File: config.mk
export PLATFORM = sky130hd
export DESIGN_NAME = upstream_grant_scheduler
export DESIGN_NICKNAME = d
export VERILOG_FILES = /design/src/verilog/grant_sched_pkg.sv /design/src/verilog/flow_rec_mem.sv /design/src/verilog/rate_cap.sv /design/src/verilog/upstream_grant_scheduler.sv
export VERILOG_INCLUDE_DIRS = /design/src /design/src/verilog
export SDC_FILE = /design/constraint.sdc
export NUM_CORES = 1
export LEC_CHECK = 0
export BUFFER_PORTS_ARGS = -buffer_cell sky130_fd_sc_hd__buf_2
export CORE_MARGIN = 2
export CORE_UTILIZATION = 65
export DETAILED_ROUTE_END_ITERATION = 10
export PLACE_DENSITY = 0.83
export SETUP_SLACK_MARGIN = 0.4
export SLEW_MARGIN = 20
export SYNTH_ARGS = -nofsm -noshare
export SYNTH_HDL_FRONTEND = slang
export SYNTH_HIERARCHICAL = 1
export SYNTH_SLANG_ARGS = --single-unit
export TNS_END_PERCENT = 30
File: constraint.sdc
create_clock -name ref_clk_in -period 42.2 [get_ports ref_clk_in]
set_input_delay 12.66 -clock ref_clk_in [delete_from_list [all_inputs] [get_ports ref_clk_in]]
set_output_delay 12.66 -clock ref_clk_in [all_outputs]
set_load 0.05 [all_outputs]
File: src/verilog/grant_sched_map.svh
// register offsets, field positions, reset values and fixed counts of the grant scheduler
// assumes an 8-bit apb byte address; every register is one aligned 32-bit word
`ifndef GRANT_SCHED_MAP_SVH
`define GRANT_SCHED_MAP_SVH
`define GS_CTRL_ADDR       8'h00
`define GS_GRANT_CFG_ADDR  8'h04
`define GS_GRANT_IVL_ADDR  8'h08
`define GS_POLL_IVL_ADDR   8'h0c
`define GS_IDLE_LIMIT_ADDR 8'h10
`define GS_STATUS_ADDR     8'h14
`define GS_FLOW_SEL_ADDR   8'h18
`define GS_FLOW_REC_ADDR   8'h1c
`define GS_CTRL_EN_BIT     0
`define GS_CTRL_MODE_LSB   1
`define GS_CTRL_FLOW_LSB   4
`define GS_GCFG_GPI_LSB    16
`define GS_HDR_QI_BIT      7
`define GS_GRANT_SIZE_RST  16'h0000
`define GS_GPI_RST         7'h01
`define GS_IVL_RST         24'h0003e8
`define GS_IDLE_RST        8'h04
`define GS_PCT_DEN         8'h64
`define GS_POLICY_NO_REQ   3'h7
`endif

File: src/verilog/grant_sched_pkg.sv
// types shared by the grant scheduler and its per-flow record memory
// assumes nothing of its surroundings
package grant_sched_pkg;
  typedef enum logic [1:0] {
    fixed_grant_mode,
    realtime_poll_mode,
    activity_detect_grant_mode,
    nonrealtime_poll_mode
  } sched_mode_t;
  typedef enum logic {phase_inactive, phase_active} flow_phase_t;
  typedef struct packed {
    sched_mode_t mode;
    flow_phase_t phase;
    logic        qi;
    logic [6:0]  count;
  } flow_rec_t;
endpackage

File: src/verilog/flow_rec_mem.sv
// per-flow record memory: one write port, one registered read port
// assumes writer and reader share ref_clk_in; read data lag the address by one edge
`timescale 1ns/100ps
module flow_rec_mem #(
  parameter int FLOWS = 4,
  parameter int FW    = 2
) (
  input  wire logic                      ref_clk_in,
  input  wire logic                      reset_in,
  input  wire logic                      wr_en_in,
  input  wire logic [FW-1:0]             wr_addr_in,
  input  wire grant_sched_pkg::flow_rec_t wr_data_in,
  input  wire logic [FW-1:0]             rd_addr_in,
  output grant_sched_pkg::flow_rec_t     rd_data_out
);
  import grant_sched_pkg::*;
  flow_rec_t mem [FLOWS];

  initial begin
    if (FLOWS != (1 << FW)) $error("FLOWS must equal 2**FW");
  end

  // storage itself needs no reset; reads before the first write show junk
  always_ff @(posedge ref_clk_in) begin
    if (wr_en_in) mem[wr_addr_in] <= wr_data_in;
  end

  // registered read keeps the top-level read data a flop output
  always_ff @(posedge ref_clk_in) begin
    if (reset_in) rd_data_out <= '0;
    else rd_data_out <= mem[rd_addr_in];
  end
endmodule // flow_rec_mem

File: src/verilog/rate_cap.sv
// byte cap for extra grants: token bucket refilled by 1.01 B per interval, depth 3 B
// assumes tick_in pulses once per nominal grant interval
`include "grant_sched_map.svh"
`timescale 1ns/100ps
module rate_cap (
  input  wire logic        ref_clk_in,
  input  wire logic        reset_in,
  input  wire logic        tick_in,
  input  wire logic [22:0] burst_bytes_in,
  input  wire logic [15:0] grant_size_in,
  input  wire logic        fwd_valid_in,
  input  wire logic [15:0] fwd_bytes_in,
  output logic             room_out
);
  logic [25:0] tokens;
  logic [25:0] depth;
  logic [25:0] refill;
  logic [25:0] next_tokens;

  // bucket of depth 3B and rate 1.01R bounds bytes in any T by T*1.01R + 3B
  always_comb begin
    depth  = 26'(burst_bytes_in) * 26'h3;
    refill = 26'(burst_bytes_in) + 26'(burst_bytes_in / 23'(`GS_PCT_DEN));
    next_tokens = tokens;
    if (tick_in) next_tokens = (tokens + refill > depth) ? depth : tokens + refill;
    if (fwd_valid_in) begin
      next_tokens = (next_tokens > 26'(fwd_bytes_in)) ? next_tokens - 26'(fwd_bytes_in) : '0;
    end
  end

  // bucket starts empty: extra grants wait until base traffic has earned room
  always_ff @(posedge ref_clk_in) begin
    if (reset_in) tokens <= '0;
    else tokens <= next_tokens;
  end

  // an extra grant fits only if a whole interval plus one grant is covered
  always_ff @(posedge ref_clk_in) begin
    if (reset_in) room_out <= 1'b0;
    else room_out <= tokens >= 26'(burst_bytes_in) + 26'(grant_size_in);
  end
endmodule // rate_cap

File: src/verilog/upstream_grant_scheduler.sv
// headend upstream grant scheduler for one scheduled flow, apb register slave,
// per-flow record store for every flow seen in synchronization headers.
// assumes the modem keeps its header duties and all inputs share ref_clk_in.
//
// Chosen here: the APB interface to the registers and the placing of the registers.
`include "grant_sched_map.svh"
`timescale 1ns/100ps
module upstream_grant_scheduler #(
  parameter int FLOWS = 4,
  parameter int FW    = 2
) (
  input  wire logic                  ref_clk_in,
  input  wire logic                  reset_in,
  input  wire logic [7:0]            paddr_in,
  input  wire logic                  psel_in,
  input  wire logic                  penable_in,
  input  wire logic                  pwrite_in,
  input  wire logic [31:0]           pwdata_in,
  output logic      [31:0]           prdata_out,
  output logic                       pready_out,
  output logic                       pslverr_out,
  input  wire logic                  hdr_valid_in,
  input  wire logic [FW-1:0]         hdr_flow_in,
  input  wire logic [7:0]            hdr_byte_in,
  input  wire logic                  fwd_valid_in,
  input  wire logic [15:0]           fwd_bytes_in,
  input  wire logic                  grant_unused_in,
  input  wire logic                  restart_req_in,
  output logic                       grant_out,
  output logic      [15:0]           grant_size_out,
  output logic                       poll_out,
  output logic      [2:0]            req_policy_out,
  output grant_sched_pkg::flow_phase_t phase_out
);
  import grant_sched_pkg::*;

  initial begin
    if (FW < 1 || FW > 3) $error("FW must be 1 to 3");
    if (FLOWS != (1 << FW)) $error("FLOWS must equal 2**FW");
  end

  // limit a requested count to the provisioned grants per interval
  function automatic logic [6:0] clamp_count(input logic [6:0] want, input logic [6:0] cap);
    clamp_count = (want > cap) ? cap : want;
  endfunction

  // software state
  logic        enable;
  sched_mode_t mode;
  logic [FW-1:0] own_flow;
  logic [15:0] grant_size;
  logic [6:0]  gpi;
  logic [23:0] grant_ivl;
  logic [23:0] poll_ivl;
  logic [7:0]  idle_limit;
  logic [FW-1:0] sel_flow;
  // scheduler state
  flow_phase_t phase;
  logic        qi;
  logic [6:0]  act_count;
  logic [23:0] ivl_cnt;
  logic [23:0] poll_cnt;
  logic [7:0]  pend;
  logic [7:0]  pct_acc;
  logic [7:0]  unused_cnt;
  logic        restart_bonus;
  logic        cap_room;
  flow_rec_t   rec_rd;
  flow_rec_t   rec_wr;
  logic [FW-1:0] rec_addr;
  // decoded terms
  logic        apb_wr;
  logic        apb_rd_phase;
  logic        own_hdr;
  logic        grants_on;
  logic        polls_on;
  logic        ivl_tick;
  logic        poll_tick;
  logic [6:0]  base_grants;
  logic        steady;
  logic [8:0]  acc_sum;
  logic        extra_due;
  logic [22:0] burst_bytes;

  // apb decode: the first access cycle raises pready at the next edge,
  // and a write lands only at the edge where psel, penable and pready meet
  assign apb_rd_phase = psel_in && penable_in && !pready_out;
  assign apb_wr       = psel_in && penable_in && pready_out && pwrite_in;
  assign own_hdr      = hdr_valid_in && (hdr_flow_in == own_flow);
  assign burst_bytes  = 23'(grant_size) * 23'(gpi);

  // which discipline is in force; activity mode runs exactly one at a time while enabled, none when disabled
  always_comb begin
    grants_on = 1'b0;
    polls_on  = 1'b0;
    case (mode)
      fixed_grant_mode:           grants_on = enable;
      realtime_poll_mode:         polls_on  = enable;
      activity_detect_grant_mode: begin
        grants_on = enable && (phase == phase_active);
        polls_on  = enable && (phase == phase_inactive);
      end
      default: begin
        grants_on = 1'b0;
        polls_on  = 1'b0;
      end
    endcase
  end

  // a timer at zero is a tick; no grant leaves in the tick cycle itself
  assign ivl_tick  = grants_on && (ivl_cnt == 24'h000000);
  assign poll_tick = polls_on && (poll_cnt == 24'h000000);

  // grants owed per interval; header count only steers activity mode
  always_comb begin
    if (mode == activity_detect_grant_mode) begin
      base_grants = clamp_count((act_count == 7'h00) ? 7'h01 : act_count, gpi);
    end else begin
      base_grants = gpi;
    end
    steady  = (mode != activity_detect_grant_mode) || (base_grants == act_count);
    acc_sum = 9'(pct_acc) + 9'(base_grants);
    extra_due = qi && (acc_sum >= 9'(`GS_PCT_DEN)) && cap_room && steady;
  end

  // apb configuration writes, one aligned word per register
  always_ff @(posedge ref_clk_in) begin
    if (reset_in) begin
      enable     <= 1'b0;
      mode       <= fixed_grant_mode;
      own_flow   <= '0;
      grant_size <= `GS_GRANT_SIZE_RST;
      gpi        <= `GS_GPI_RST;
      grant_ivl  <= `GS_IVL_RST;
      poll_ivl   <= `GS_IVL_RST;
      idle_limit <= `GS_IDLE_RST;
      sel_flow   <= '0;
    end else if (apb_wr) begin
      case (paddr_in)
        `GS_CTRL_ADDR: begin
          enable   <= pwdata_in[`GS_CTRL_EN_BIT];
          mode     <= sched_mode_t'(pwdata_in[`GS_CTRL_MODE_LSB +: 2]);
          own_flow <= pwdata_in[`GS_CTRL_FLOW_LSB +: FW];
        end
        `GS_GRANT_CFG_ADDR: begin
          grant_size <= pwdata_in[15:0];
          gpi        <= pwdata_in[`GS_GCFG_GPI_LSB +: 7];
        end
        `GS_GRANT_IVL_ADDR:  grant_ivl  <= pwdata_in[23:0];
        `GS_POLL_IVL_ADDR:   poll_ivl   <= pwdata_in[23:0];
        `GS_IDLE_LIMIT_ADDR: idle_limit <= pwdata_in[7:0];
        `GS_FLOW_SEL_ADDR:   sel_flow   <= pwdata_in[FW-1:0];
        default: ;
      endcase
    end
  end

  // one wait state: response is registered in the first access cycle
  always_ff @(posedge ref_clk_in) begin
    if (reset_in) begin
      pready_out  <= 1'b0;
      pslverr_out <= 1'b0;
      prdata_out  <= '0;
    end else begin
      pready_out  <= apb_rd_phase;
      pslverr_out <= 1'b0;
      prdata_out  <= '0;
      if (apb_rd_phase) begin
        case (paddr_in)
          `GS_CTRL_ADDR: prdata_out <= 32'({own_flow, 1'b0, mode, enable});
          `GS_GRANT_CFG_ADDR:  prdata_out <= {9'h000, gpi, grant_size};
          `GS_GRANT_IVL_ADDR:  prdata_out <= {8'h00, grant_ivl};
          `GS_POLL_IVL_ADDR:   prdata_out <= {8'h00, poll_ivl};
          `GS_IDLE_LIMIT_ADDR: prdata_out <= {24'h000000, idle_limit};
          `GS_STATUS_ADDR: prdata_out <= {7'h00, unused_cnt, pend, phase, qi, act_count};
          `GS_FLOW_SEL_ADDR:   prdata_out <= 32'(sel_flow);
          `GS_FLOW_REC_ADDR:   prdata_out <= 32'(rec_rd);
          default: pslverr_out <= 1'b1; // unmapped offsets error out
        endcase
      end
    end
  end

  // last header of the scheduled flow: top bit overflow, low seven the count
  always_ff @(posedge ref_clk_in) begin
    if (reset_in) begin
      qi        <= 1'b0;
      act_count <= 7'h00;
    end else if (own_hdr) begin
      qi        <= hdr_byte_in[`GS_HDR_QI_BIT];
      act_count <= hdr_byte_in[6:0];
    end
  end

  // activity phase; a restart request or nonzero count wins over idling
  // an own header clears the unused run, so sparse but live traffic stays active
  always_ff @(posedge ref_clk_in) begin
    if (reset_in) begin
      phase         <= phase_active;
      unused_cnt    <= 8'h00;
      restart_bonus <= 1'b0;
    end else if (mode != activity_detect_grant_mode) begin
      phase         <= phase_active;
      unused_cnt    <= 8'h00;
      restart_bonus <= 1'b0;
    end else if (phase == phase_inactive) begin
      unused_cnt <= 8'h00;
      if (restart_req_in || (own_hdr && hdr_byte_in[6:0] != 7'h00)) begin
        phase         <= phase_active;
        restart_bonus <= 1'b1;
      end
    end else begin
      if (ivl_tick) restart_bonus <= 1'b0;
      if (own_hdr && hdr_byte_in[6:0] == 7'h00) begin
        phase <= phase_inactive;
      end else if (own_hdr) begin
        unused_cnt <= 8'h00;
      end else if (grant_unused_in) begin
        // idle_limit of zero idles out only after 256 unused grants, when the 8-bit count wraps to zero
        if (unused_cnt + 8'h01 == idle_limit) phase <= phase_inactive;
        unused_cnt <= unused_cnt + 8'h01;
      end
    end
  end

  // interval and poll timers reload on expiry and stay loaded while off
  always_ff @(posedge ref_clk_in) begin
    if (reset_in) begin
      ivl_cnt  <= '0;
      poll_cnt <= '0;
    end else begin
      if (!grants_on || ivl_tick) ivl_cnt <= grant_ivl - 24'h000001;
      else ivl_cnt <= ivl_cnt - 24'h000001;
      if (!polls_on || poll_tick) poll_cnt <= poll_ivl - 24'h000001;
      else poll_cnt <= poll_cnt - 24'h000001;
    end
  end

  // grant budget; leftovers are dropped at the next tick so no interval overruns
  // the restart bonus rides on the first tick after a restart and is then cleared
  always_ff @(posedge ref_clk_in) begin
    if (reset_in) begin
      pend    <= 8'h00;
      pct_acc <= 8'h00;
    end else if (!grants_on) begin
      pend <= 8'h00;
    end else if (ivl_tick) begin
      pend <= 8'(base_grants) + 8'(restart_bonus) + 8'(extra_due);
      if (!qi) pct_acc <= 8'h00;
      else if (extra_due) pct_acc <= 8'(acc_sum - 9'(`GS_PCT_DEN));
      else if (acc_sum < 9'(`GS_PCT_DEN)) pct_acc <= 8'(acc_sum);
    end else if (pend != 8'h00) begin
      pend <= pend - 8'h01;
    end
  end

  // grants and polls go out as one-cycle pulses
  always_ff @(posedge ref_clk_in) begin
    if (reset_in) begin
      grant_out      <= 1'b0;
      grant_size_out <= 16'h0000;
      poll_out       <= 1'b0;
    end else begin
      grant_out      <= grants_on && !ivl_tick && (pend != 8'h00);
      grant_size_out <= grant_size;
      poll_out       <= poll_tick;
    end
  end

  // request policy: no contention, request/data or piggyback for fixed and activity
  // realtime gets the strict policy too: its unicast polls are its only request path
  always_ff @(posedge ref_clk_in) begin
    if (reset_in) begin
      req_policy_out <= `GS_POLICY_NO_REQ;
      phase_out      <= phase_active;
    end else begin
      req_policy_out <= (mode == fixed_grant_mode || mode == activity_detect_grant_mode ||
                         mode == realtime_poll_mode) ? `GS_POLICY_NO_REQ : 3'h0;
      phase_out      <= phase;
    end
  end

  // record store: headers of any flow, otherwise the scheduled flow's own state
  always_comb begin
    rec_addr     = hdr_valid_in ? hdr_flow_in : own_flow;
    rec_wr.mode  = nonrealtime_poll_mode;
    rec_wr.phase = phase_inactive;
    rec_wr.qi    = qi;
    rec_wr.count = act_count;
    if (hdr_valid_in) begin
      rec_wr.qi    = hdr_byte_in[`GS_HDR_QI_BIT];
      rec_wr.count = hdr_byte_in[6:0];
    end
    if (rec_addr == own_flow) begin
      rec_wr.mode  = mode;
      rec_wr.phase = phase;
    end
  end

  // written every cycle: the header's flow if one arrived, else the own flow
  flow_rec_mem #(.FLOWS(FLOWS), .FW(FW)) u_rec (
    .ref_clk_in  (ref_clk_in),
    .reset_in    (reset_in),
    .wr_en_in    (1'b1),
    .wr_addr_in  (rec_addr),
    .wr_data_in  (rec_wr),
    .rd_addr_in  (sel_flow),
    .rd_data_out (rec_rd)
  );

  // only extra grants wait for bucket room; base grants are never held back
  rate_cap u_cap (
    .ref_clk_in     (ref_clk_in),
    .reset_in       (reset_in),
    .tick_in        (ivl_tick),
    .burst_bytes_in (burst_bytes),
    .grant_size_in  (grant_size),
    .fwd_valid_in   (fwd_valid_in),
    .fwd_bytes_in   (fwd_bytes_in),
    .room_out       (cap_room)
  );
endmodule // upstream_grant_scheduler

After elaboration in Yosys (flattened, before gate mapping). Memory sizes are Yosys's and may differ from the RTL's. A register that Yosys moved wholly into a read port is not among the register bits. Cells that the tools add are included.

Flip-flop bits (word level): 251. Memories kept: 1. Output and inout bits: 56. Logic and storage cells: 156. RAM bits: 44.

$lt $le $gt $ge: 6. Div/mod/pow operators: 1. Add/sub/neg operators: 14. Multipliers: 2. Bitwise gates (word level): 4. Mux-type cells: 33. Equal/unequal tests: 16. Reduce and logical (&&, ||, !) cells: 51.

Memories: u_rec.mem (words 4, width 11, read ports 1, clocked after Yosys merged registers in 1, write ports 1, line flow_rec_mem.sv:17) `flow_rec_t mem [FLOWS];`.

Operator list (number): 25-bit one-hot mux with 8 select lines (1); 26-bit 2-to-1 mux (4); 24-bit by 1-bit subtractor with 24-bit output, second input constant (4); 8-bit 2-to-1 mux (8); 24-bit zero test (2); 24-bit 2-to-1 mux (2); 8-bit by 5-bit == test with 1-bit output, second input constant (4); 23-bit by 26-bit adder with 26-bit output (1); 26-bit adder (1); 23-bit by 7-bit divider with 26-bit output, second input constant (1); 26-bit greater-or-equal comparator (1); 26-bit by 16-bit greater-than comparator with 1-bit output (1); 26-bit by 25-bit greater-than comparator with 1-bit output (1); 26-bit by 16-bit subtractor with 26-bit output (1); 23-bit by 2-bit multiplier with 25-bit output, second input constant (1); 23-bit by 16-bit adder with 24-bit output (1); 16-bit by 7-bit multiplier with 23-bit output (1); 7-bit 2-to-1 mux (3); 8-bit by 4-bit == test with 1-bit output, second input constant (2); 1-bit logical AND (16); 2-bit AND reduction (8); 7-bit zero test (2); 1-bit 2-to-1 mux (10); 8-bit by 7-bit adder with 9-bit output (1); other kinds (32) (50).

Longest topological paths before layout. Gate-level depths: netlist of run 1.

Depth after elaboration: 12. Depth in mapped cells: 164.

By module. Netlist of run 1, hierarchy kept.

Modules (own cells, without submodules): rate_cap (times used 1, cells an instance 2768, area each 19339.8 µm², sequential area each 540.5 µm²); upstream_grant_scheduler (times used 1, cells an instance 1764, area each 14565.2 µm², sequential area each 4304.1 µm²); flow_rec_mem (times used 1, cells an instance 100, area each 1934.4 µm², sequential area each 1541.5 µm²).

Worst setup path after synthesis of run 1. No wires, ideal clock.

Path type: register to register. Start: register gpi[6]. End: register u_cap.tokens[10]. Path buffers: 16. Arrival: 31.780 ns. Library setup time: 0.128 ns. Data required time: 42.072 ns. Clock period less this slack: 31.907 ns. Path slack: 10.293 ns. Stages on the path, launching flop included: 147. Path through: dfxtp_1 clkbuf_1 clkbuf_1 nand2_1 fa_1 fa_1 fa_1 inv_1 fa_1 ha_1 a21o_1 a21oi_1 a31oi_1 nor2_1 a21oi_1 o21a_1 nor2_1 xnor2_1 (+111 left out) inv_1 fa_1 a21o_1 a21o_1 a21o_1 a21oi_1 o21bai_1 a21oi_1 o21ai_0 a21o_1 a21o_1 a21o_1 a21oi_1 o21bai_1 nor2_1 a21o_1 clkbuf_1 nor2_1.

Longest elaborated chain between the ends: 10.

Ends and longest elaborated chain: start, declared (line upstream_grant_scheduler.sv:52) `logic [6:0] gpi;`; start signal, assigned (line upstream_grant_scheduler.sv:133) `` gpi <= `GS_GPI_RST; ``; start signal, assigned (line upstream_grant_scheduler.sv:147) `` gpi <= pwdata_in[`GS_GCFG_GPI_LSB +: 7]; ``; 16-bit by 7-bit multiplier with 23-bit output (*) (line upstream_grant_scheduler.sv:90) `assign burst_bytes = 23'(grant_size) * 23'(gpi);`; net burst_bytes[16] (line upstream_grant_scheduler.sv:83) `logic [22:0] burst_bytes;`; 23-bit by 7-bit divider with 26-bit output (line rate_cap.sv:23) `` refill = 26'(burst_bytes_in) + 26'(burst_bytes_in / 23'(`GS_PCT_DEN)); ``; 23-bit by 26-bit adder with 26-bit output (line rate_cap.sv:23); 26-bit adder (line rate_cap.sv:25) `if (tick_in) next_tokens = (tokens + refill > depth) ? depth : tokens + refill;`; 26-bit by 25-bit greater-than comparator with 1-bit output (line rate_cap.sv:25); 26-bit 2-to-1 mux (*) (2 in a row) (line rate_cap.sv:25); 26-bit by 16-bit subtractor with 26-bit output / 26-bit by 16-bit greater-than comparator with 1-bit output (equally long branches) (line rate_cap.sv:27) `next_tokens = (next_tokens > 26'(fwd_bytes_in)) ? next_tokens - 26'(fwd_bytes_in) : '0;`; 26-bit 2-to-1 mux (line rate_cap.sv:27); 26-bit 2-to-1 mux (*) (line rate_cap.sv:26) `if (fwd_valid_in) begin`; end signal, assigned (line rate_cap.sv:34) `else tokens <= next_tokens;`; end, declared (line rate_cap.sv:15) `logic [25:0] tokens;`.

The timed path passes the listed nets; every way through them passes the cells marked *. A chain may end at the register's enable or synchronous reset.

Final worst setup path of run 1.
Start: register grant_size[1]. End: register u_cap.tokens[19].

Longest elaborated chain between the ends: 10.

Ends and longest elaborated chain: start, declared (line upstream_grant_scheduler.sv:51) `logic [15:0] grant_size;`; start signal, assigned (line upstream_grant_scheduler.sv:132) `` grant_size <= `GS_GRANT_SIZE_RST; ``; start signal, assigned (line upstream_grant_scheduler.sv:146) `grant_size <= pwdata_in[15:0];`; 16-bit by 7-bit multiplier with 23-bit output (*) (line upstream_grant_scheduler.sv:90); net burst_bytes[19] (line upstream_grant_scheduler.sv:83); 23-bit by 7-bit divider with 26-bit output (line rate_cap.sv:23); 23-bit by 26-bit adder with 26-bit output (line rate_cap.sv:23); 26-bit adder (line rate_cap.sv:25); 26-bit by 25-bit greater-than comparator with 1-bit output (line rate_cap.sv:25); 26-bit 2-to-1 mux (*) (2 in a row) (line rate_cap.sv:25); 26-bit by 16-bit subtractor with 26-bit output / 26-bit by 16-bit greater-than comparator with 1-bit output (equally long branches) (line rate_cap.sv:27); 26-bit 2-to-1 mux (line rate_cap.sv:27); 26-bit 2-to-1 mux (*) (line rate_cap.sv:26).

Marks and branches as above.

==> results_dict.tcl, run 1 <==
set metrics [dict create \
    status "completed" \
    yosysTopAreaCell "dfxtp_1" \
    worst-setup-path-type "flop to flop" \
    drive_gt1_share_pct 9.45 \
    worst_pin_slew_ps 1160 \
    insertion_delay_ps 590 \
    diodes 0 \
    arrival_ps 39860 \
    power.leakage_nw 15.6 \
    yosysWarnings 6 \
    drcViolationCount 0 \
    ant_nets 0 \
    critical_path_required_ps 42650 \
    rsz0062_at_grt "false" \
    rrSetupSlack_ps 2790 \
    start_util_pct 65.4 \
    clkSinkCount 297 \
    finalCritPeriodShare_pct 93.4 \
    finalNonFillerCells 5361 \
    skew_ps 22.3 \
    antenna_found_initial 0 \
    synthAdderAreaFrac_pct 13.2 \
    drtPass1Iterations 7 \
    coreArea_sq_mm 0.0548 \
    grt_max_degree 77 \
    synth.distinct_cells 154 \
    ys_seq_area_share_pct 17.8 \
    synth.area.mux_share_pct 4.34 \
    cp_common_cell "a21oi_1" \
    slew-limit-headroom_pct 21.4 \
    crit_path_end_kind "flop" \
    synth-xor-area-share_pct 8.94 \
    swShare_pct 37.5 \
    hp-class "flop to flop" \
    vias 36161 \
    dieWidth_microns 239 \
    path_max_fanout 46 \
    dieArea_sq_mm 0.0570 \
    synth_flop_cell "dfxtp_1" \
    finalPower_mw 0.964 \
    combPwrFrac_pct 40.2 \
    pin_count 131 \
    critPathMaxStageDelay_ps 800 \
    cts_tree "done" \
    post_dp_cell_area_sq_mm 0.0368 \
    drv_cap 0 \
    numPortBuffers 115 \
    vdd_drop_max_uv 35.7 \
    period_minus_slack_ps 39410 \
    fin_nets 5033 \
    ctsHoldBuffers 0 \
    dp.cells 5307 \
    viasPerCell 6.75 \
    cp_slowest_cell "dfxtp_1" \
    grt_pass1_wl_mm 175 \
    cp-start-kind "flop" \
    syn-cell-area_sq_mm 0.0358 \
    final_cell_mix "nand2_1 (519), nor2_1 (356), a21oi_1 (332)" \
    synth_compound_area_share_pct 25.9 \
    tns_ps 0 \
    clkTransAtPathRegs_ps 70 \
    avgRoutedWirePerCell_microns 20.5 \
    cts_made_buffers 28 \
    grt-ovfl-total 0 \
    fin_area_sq_mm 0.0379 \
    drv_slew 0 \
    gp_congestion 0.995 \
    p_switching_mw 0.361 \
    yosys.area.top_type_share_pct 14.1 \
    die_h_microns 239 \
    hold_violations 0 \
    grt_use_total_pct 37.2 \
    p_seq_share_pct 32.3 \
    hpwl_mm 84.4 \
    synth_edf_count 44 \
    grt_pass1_vias 33759 \
    cellInternalPower_mw 0.603 \
    num_rows 86 \
    final_common_cell "nand2_1" \
    h-tree-depth 1 \
    cts.path.max_buffers 3 \
    power_density_mw_per_mm2 25.4 \
    synth-seq-cells 297 \
    syn_to_final_growth_pct 5.67 \
    synth_cells 4632 \
    wl_mm 110 \
    syn_area_per_cell_sq_um 7.74 \
    yosys-top-cells-area "dfxtp_1 (14%), ha_1 (8.0%), xnor2_1 (6.3%)" \
    ctsRootBufferMaster "clkbuf_16" \
    drt-initial-drc-count 4252 \
    fmax_ghz 0.0254 \
    p_clk_share_pct 27.5 \
    synth_top_family_by_area "compound AO/OA/AOI/OAI gates" \
    synthArstFlopShare_pct 0 \
    synth-simple-area-share_pct 24.2 \
    finalSetupViolations 0 \
]
[per-stage QoR]
step	hold WS [ps]	utilization, %	worst slack, ps
after detailed placement	466	67.2	1940
after floorplan	448	-	10290
after global placement	459	67.2	2360
after CTS	475	69.0	1700
final	483	69.1	2790
after global routing	491	69.1	514
[path summary, 6_finish.rpt]
check	end	startpoint	cells past startpoint
min	grant_ivl[23]	grant_ivl[23]	2
max reg2reg	u_cap/tokens[19]	grant_size[1]	137
min reg2reg	grant_ivl[23]	grant_ivl[23]	2
max	u_cap/tokens[19]	grant_size[1]	137
[sequential cells by signal, indices dropped and copies added (netlist names), 2 cells and up]
register	flops
sel_flow	2
own_flow	2
u_rec/mem	44
prdata_out	25
act_count	7
unused_cnt	8
pend	8
poll_ivl	24
idle_limit	8
poll_cnt	24
u_rec/rd_data_out	11
grant_ivl	24
gpi	7
u_cap/tokens	26
mode	2
pct_acc	8
grant_size	16
ivl_cnt	24
grant_size_out	16
[Yosys cell counts (all sizes together), types with 61 or more instances]
cell	number
mux2i	127
a22oi	69
o211ai	61
a21oi	342
nand3	118
nand2	523
xor2	105
xnor2	259
buf	62
fa	92
and2	102
nand4	63
inv	271
ha	230
clkbuf	147
nor2	363
nor3	142
o21ai	179
dfxtp	253
[power by group through the flow]
stage	clock network [mW]	logic [mW]	registers [mW]
final	0.265	0.387	0.311
after global routing	0.276	0.429	0.312
after CTS	0.266	0.379	0.311
after detailed placement	0	0.374	0.317
after global placement	0	0.365	0.317
after floorplan	0	0.297	0.312
[cell families (layout without fill, tap and decap cells)]
logic type | Yosys count | after routing
muxes | 151 | 151
buffers and inverters | 483 | 499
xor gates and xnor gates | 364 | 364
adders and majority gates | 324 | 324
other | 2 | 11
DFF | 297 | 297
AOI/OAI and AO/OA | 1303 | 1303
and+or+nand+nor | 1708 | 1708
[timing repair]
item | in CTS | in global routing
gates resized for setup | 0 | 12
buffers inserted | 0 | 3
setup endpoints to repair | 0 | 26
[routing by layer]
metal,up-vias,track usage (%),share of wire [%]
met5,-,0,0
met4,0,16.0,4.6
met3,317,4.47,9.1
met2,1942,61.7,46
met1,17029,48.7,41
li1,16873,-,-
[layout make-up]
cell class | instances | area (sq um)
clock buffer | 34 | 743
clock inverter | 17 | 204
fill | 4563 | 16900
inverter | 274 | 1030
multi-input combinational | 3861 | 27600
sequential | 297 | 6390
tap | 704 | 881
timing repair buffer | 174 | 1020
[worst max-delay path, delay by kind of cell, from the launching register on]
family                   cells  cell delay, ps
XOR/XNOR                     2             320
buffers and inverters       17            3550
AO/OA/AOI/OAI               74           20180
AND/OR/NAND/NOR             29            8890
multiplexers                 3             920
flip-flops                   1             800
adder cells (fa/ha/maj)     12            4490
No activity file was read; power rests on OpenSTA's default activity.
==> inputs of run 2 (changes only) <==
- CORE_UTILIZATION: 65 -> 45
- PLACE_DENSITY: 0.83 -> unset
- clock period: 42.2 -> 42.9 ns (I/O delays scaled with it)
==> run 2 against run 1 <==
Against the previous run: fmax down 0.17%; power down 1.4%; sequential power down 2%; critical path depth up 5; count of clock-buffer cells in the layout unchanged; first-iteration DRC count down 32%; combinational power about the same; largest cell class unchanged; largest power group unchanged.
==> results_dict.tcl, run 2 (synthesis results as in run 1) <==
set metrics [dict create \
    antenna_found_initial 0 \
    critical_path_required_ps 43360 \
    largest_registers "u_rec/mem: 44 flops, u_cap/tokens: 26 flops, prdata_out: 25 flops" \
    cp-endpoint "u_cap/tokens[23]" \
    final_common_cell "nand2_1" \
    swShare_pct 37.7 \
    slew-limit-headroom_pct 25.0 \
    drtPass1Iterations 6 \
    status "completed" \
    drv_slew 0 \
    drive_gt1_share_pct 9.69 \
    cp_top_family "compound AO/OA/AOI/OAI gates" \
    diodes 0 \
    critPathMaxStageDelay_ps 860 \
    power_density_mw_per_mm2 24.7 \
    cp_common_cell "a21oi_1" \
    clkSinkCount 297 \
    cts.path.max_buffers 3 \
    grt_pass1_vias 32838 \
    grt_use_total_pct 27.4 \
    coreArea_sq_mm 0.0789 \
    largest_reg_flops 44 \
    drcViolationCount 0 \
    wl_met1_mm 53.1 \
    final_util_pct 48.7 \
    avgRoutedWirePerCell_microns 20.3 \
    critPathBufInv 17 \
    num_rows 103 \
    gp_congestion 0.942 \
    met3_length_mm 6.05 \
    insertion_delay_ps 590 \
    combPwrFrac_pct 40.4 \
    regMostFlops "u_rec/mem" \
    dieArea_sq_mm 0.0819 \
    p_seq_share_pct 32.2 \
    power.leakage_nw 15.7 \
    drt-initial-drc-count 2894 \
    r2r_cells 142 \
    cp.depth 142 \
    cp-start-kind "flop" \
    r2r-start "grant_size[5]" \
    vias 34721 \
    rrSetupSlack_ps 3420 \
    cellInternalPower_mw 0.592 \
    p_clk_share_pct 27.4 \
    finalSetupViolations 0 \
    numPortBuffers 115 \
    ctsRootBufferMaster "clkbuf_16" \
    hold_violations 0 \
    h-tree-depth 1 \
    cp_slowest_cell "dfxtp_1" \
    crit_start "grant_size[5]" \
    dieWidth_microns 286 \
    worst-setup-path-type "flop to flop" \
    hpwl_mm 91.3 \
    fmax_ghz 0.0253 \
    finalCritPeriodShare_pct 92.0 \
    fin_nets 5049 \
    cts_tree "done" \
    p_switching_mw 0.358 \
    drv_cap 0 \
    viasPerCell 6.07 \
    vdd_drop_max_uv 28.1 \
    crit_path_end_kind "flop" \
    grt-ovfl-total 0 \
    cts_made_buffers 28 \
    worst_pin_slew_ps 1120 \
    grt_pass1_wl_mm 184 \
    die_h_microns 286 \
    tns_ps 0 \
    period_minus_slack_ps 39480 \
    path_max_fanout 45 \
    met2_length_mm 54.0 \
    arrival_ps 39940 \
    final_cell_mix "nand2_1 (519), nor2_1 (357), a21oi_1 (334)" \
    hp-class "flop to flop" \
    fillers 8021 \
    ctsHoldBuffers 0 \
    r2r_end "u_cap/tokens[23]" \
    top_layer "met4" \
    ant_nets 0 \
    syn_to_final_growth_pct 7.11 \
    skew_ps 32.4 \
    pin_count 131 \
    wl_mm 116 \
    start_util_pct 45.4 \
    clkTransAtPathRegs_ps 80 \
    grt_max_degree 77 \
    rsz0062_at_grt "false" \
]
==> run 2: cell types whose count changed in the layout (fill, tap and decap cells not counted), sizes merged <==
cell | before | now
buf | 174 | 190
clkinvlp | 2 | 3
inv | 275 | 274
==> run 2: area by class of cell <==
class / count / area [sq um] / share of cell area, %
inverters: 274 / 1040 / 2.70
flip-flops and latches: 297 / 6390 / 16.6
multi-input cells: 3861 / 27600 / 71.8
well taps: 1050 / 1310 / 3.42
clock buffers: 34 / 733 / 1.91
repair buffers: 190 / 1140 / 2.97
clock inverters: 17 / 204 / 0.531
==> run 2: worst reg2reg max path: cells and delay by family (launching register included) <==
family | cells | cell delay, ps
xor+xnor | 4 | 1600
fa+ha+maj | 11 | 4020
simple gates | 35 | 9820
flops | 1 | 860
compound gates | 70 | 17640
mux | 5 | 1460
buf+inv | 17 | 3920
==> run 2: how the worst min path moves through the flow <==
stage / from / cells after the start / to
3_5_place_dp: poll_ivl[23] / 2 / poll_ivl[23]
4_1_cts: poll_ivl[23] / 2 / poll_ivl[23]
6_report: poll_ivl[23] / 2 / poll_ivl[23]
3_3_place_gp: poll_ivl[23] / 2 / poll_ivl[23]
5_1_grt: poll_ivl[23] / 2 / poll_ivl[23]
2_1_floorplan: poll_ivl[23] / 2 / poll_ivl[23]
==> run 2: metrics by stage <==
step | cells | worst slack (ps) | power [mW] | hold WS, ps | instance area [sq um]
2_1_floorplan | 4641 | 10990 | 0.600 | 448 | 35900
4_1_cts | 5720 | 2560 | 0.950 | 480 | 38300
6_report | 5723 | 3420 | 0.950 | 477 | 38400
3_3_place_gp | 5669 | 2630 | 0.684 | 464 | 37400
3_5_place_dp | 5669 | 2760 | 0.689 | 469 | 37400
5_1_grt | 5723 | 542 | 1.01 | 496 | 38400
==> run 2: what timing repair did <==
action                     CTS  global route
setup endpoints to repair    0            26
buffers inserted             0             3
gates resized for setup      0             6
==> run 2: per-layer routing <==
metal | up-vias | track usage (%)
li1 | 16875 | -
met1 | 16696 | 37.9
met2 | 1019 | 46.5
met3 | 131 | 1.69
met4 | 0 | 7.02
met5 | - | 0
==> run 2: power by group through the flow <==
stage	combinational [mW]	sequential, mW	clock (mW)
global placement	0.373	0.311	0
floorplan	0.292	0.307	0
finish	0.384	0.306	0.260
CTS	0.380	0.305	0.265
global route	0.430	0.307	0.273
detailed placement	0.377	0.312	0
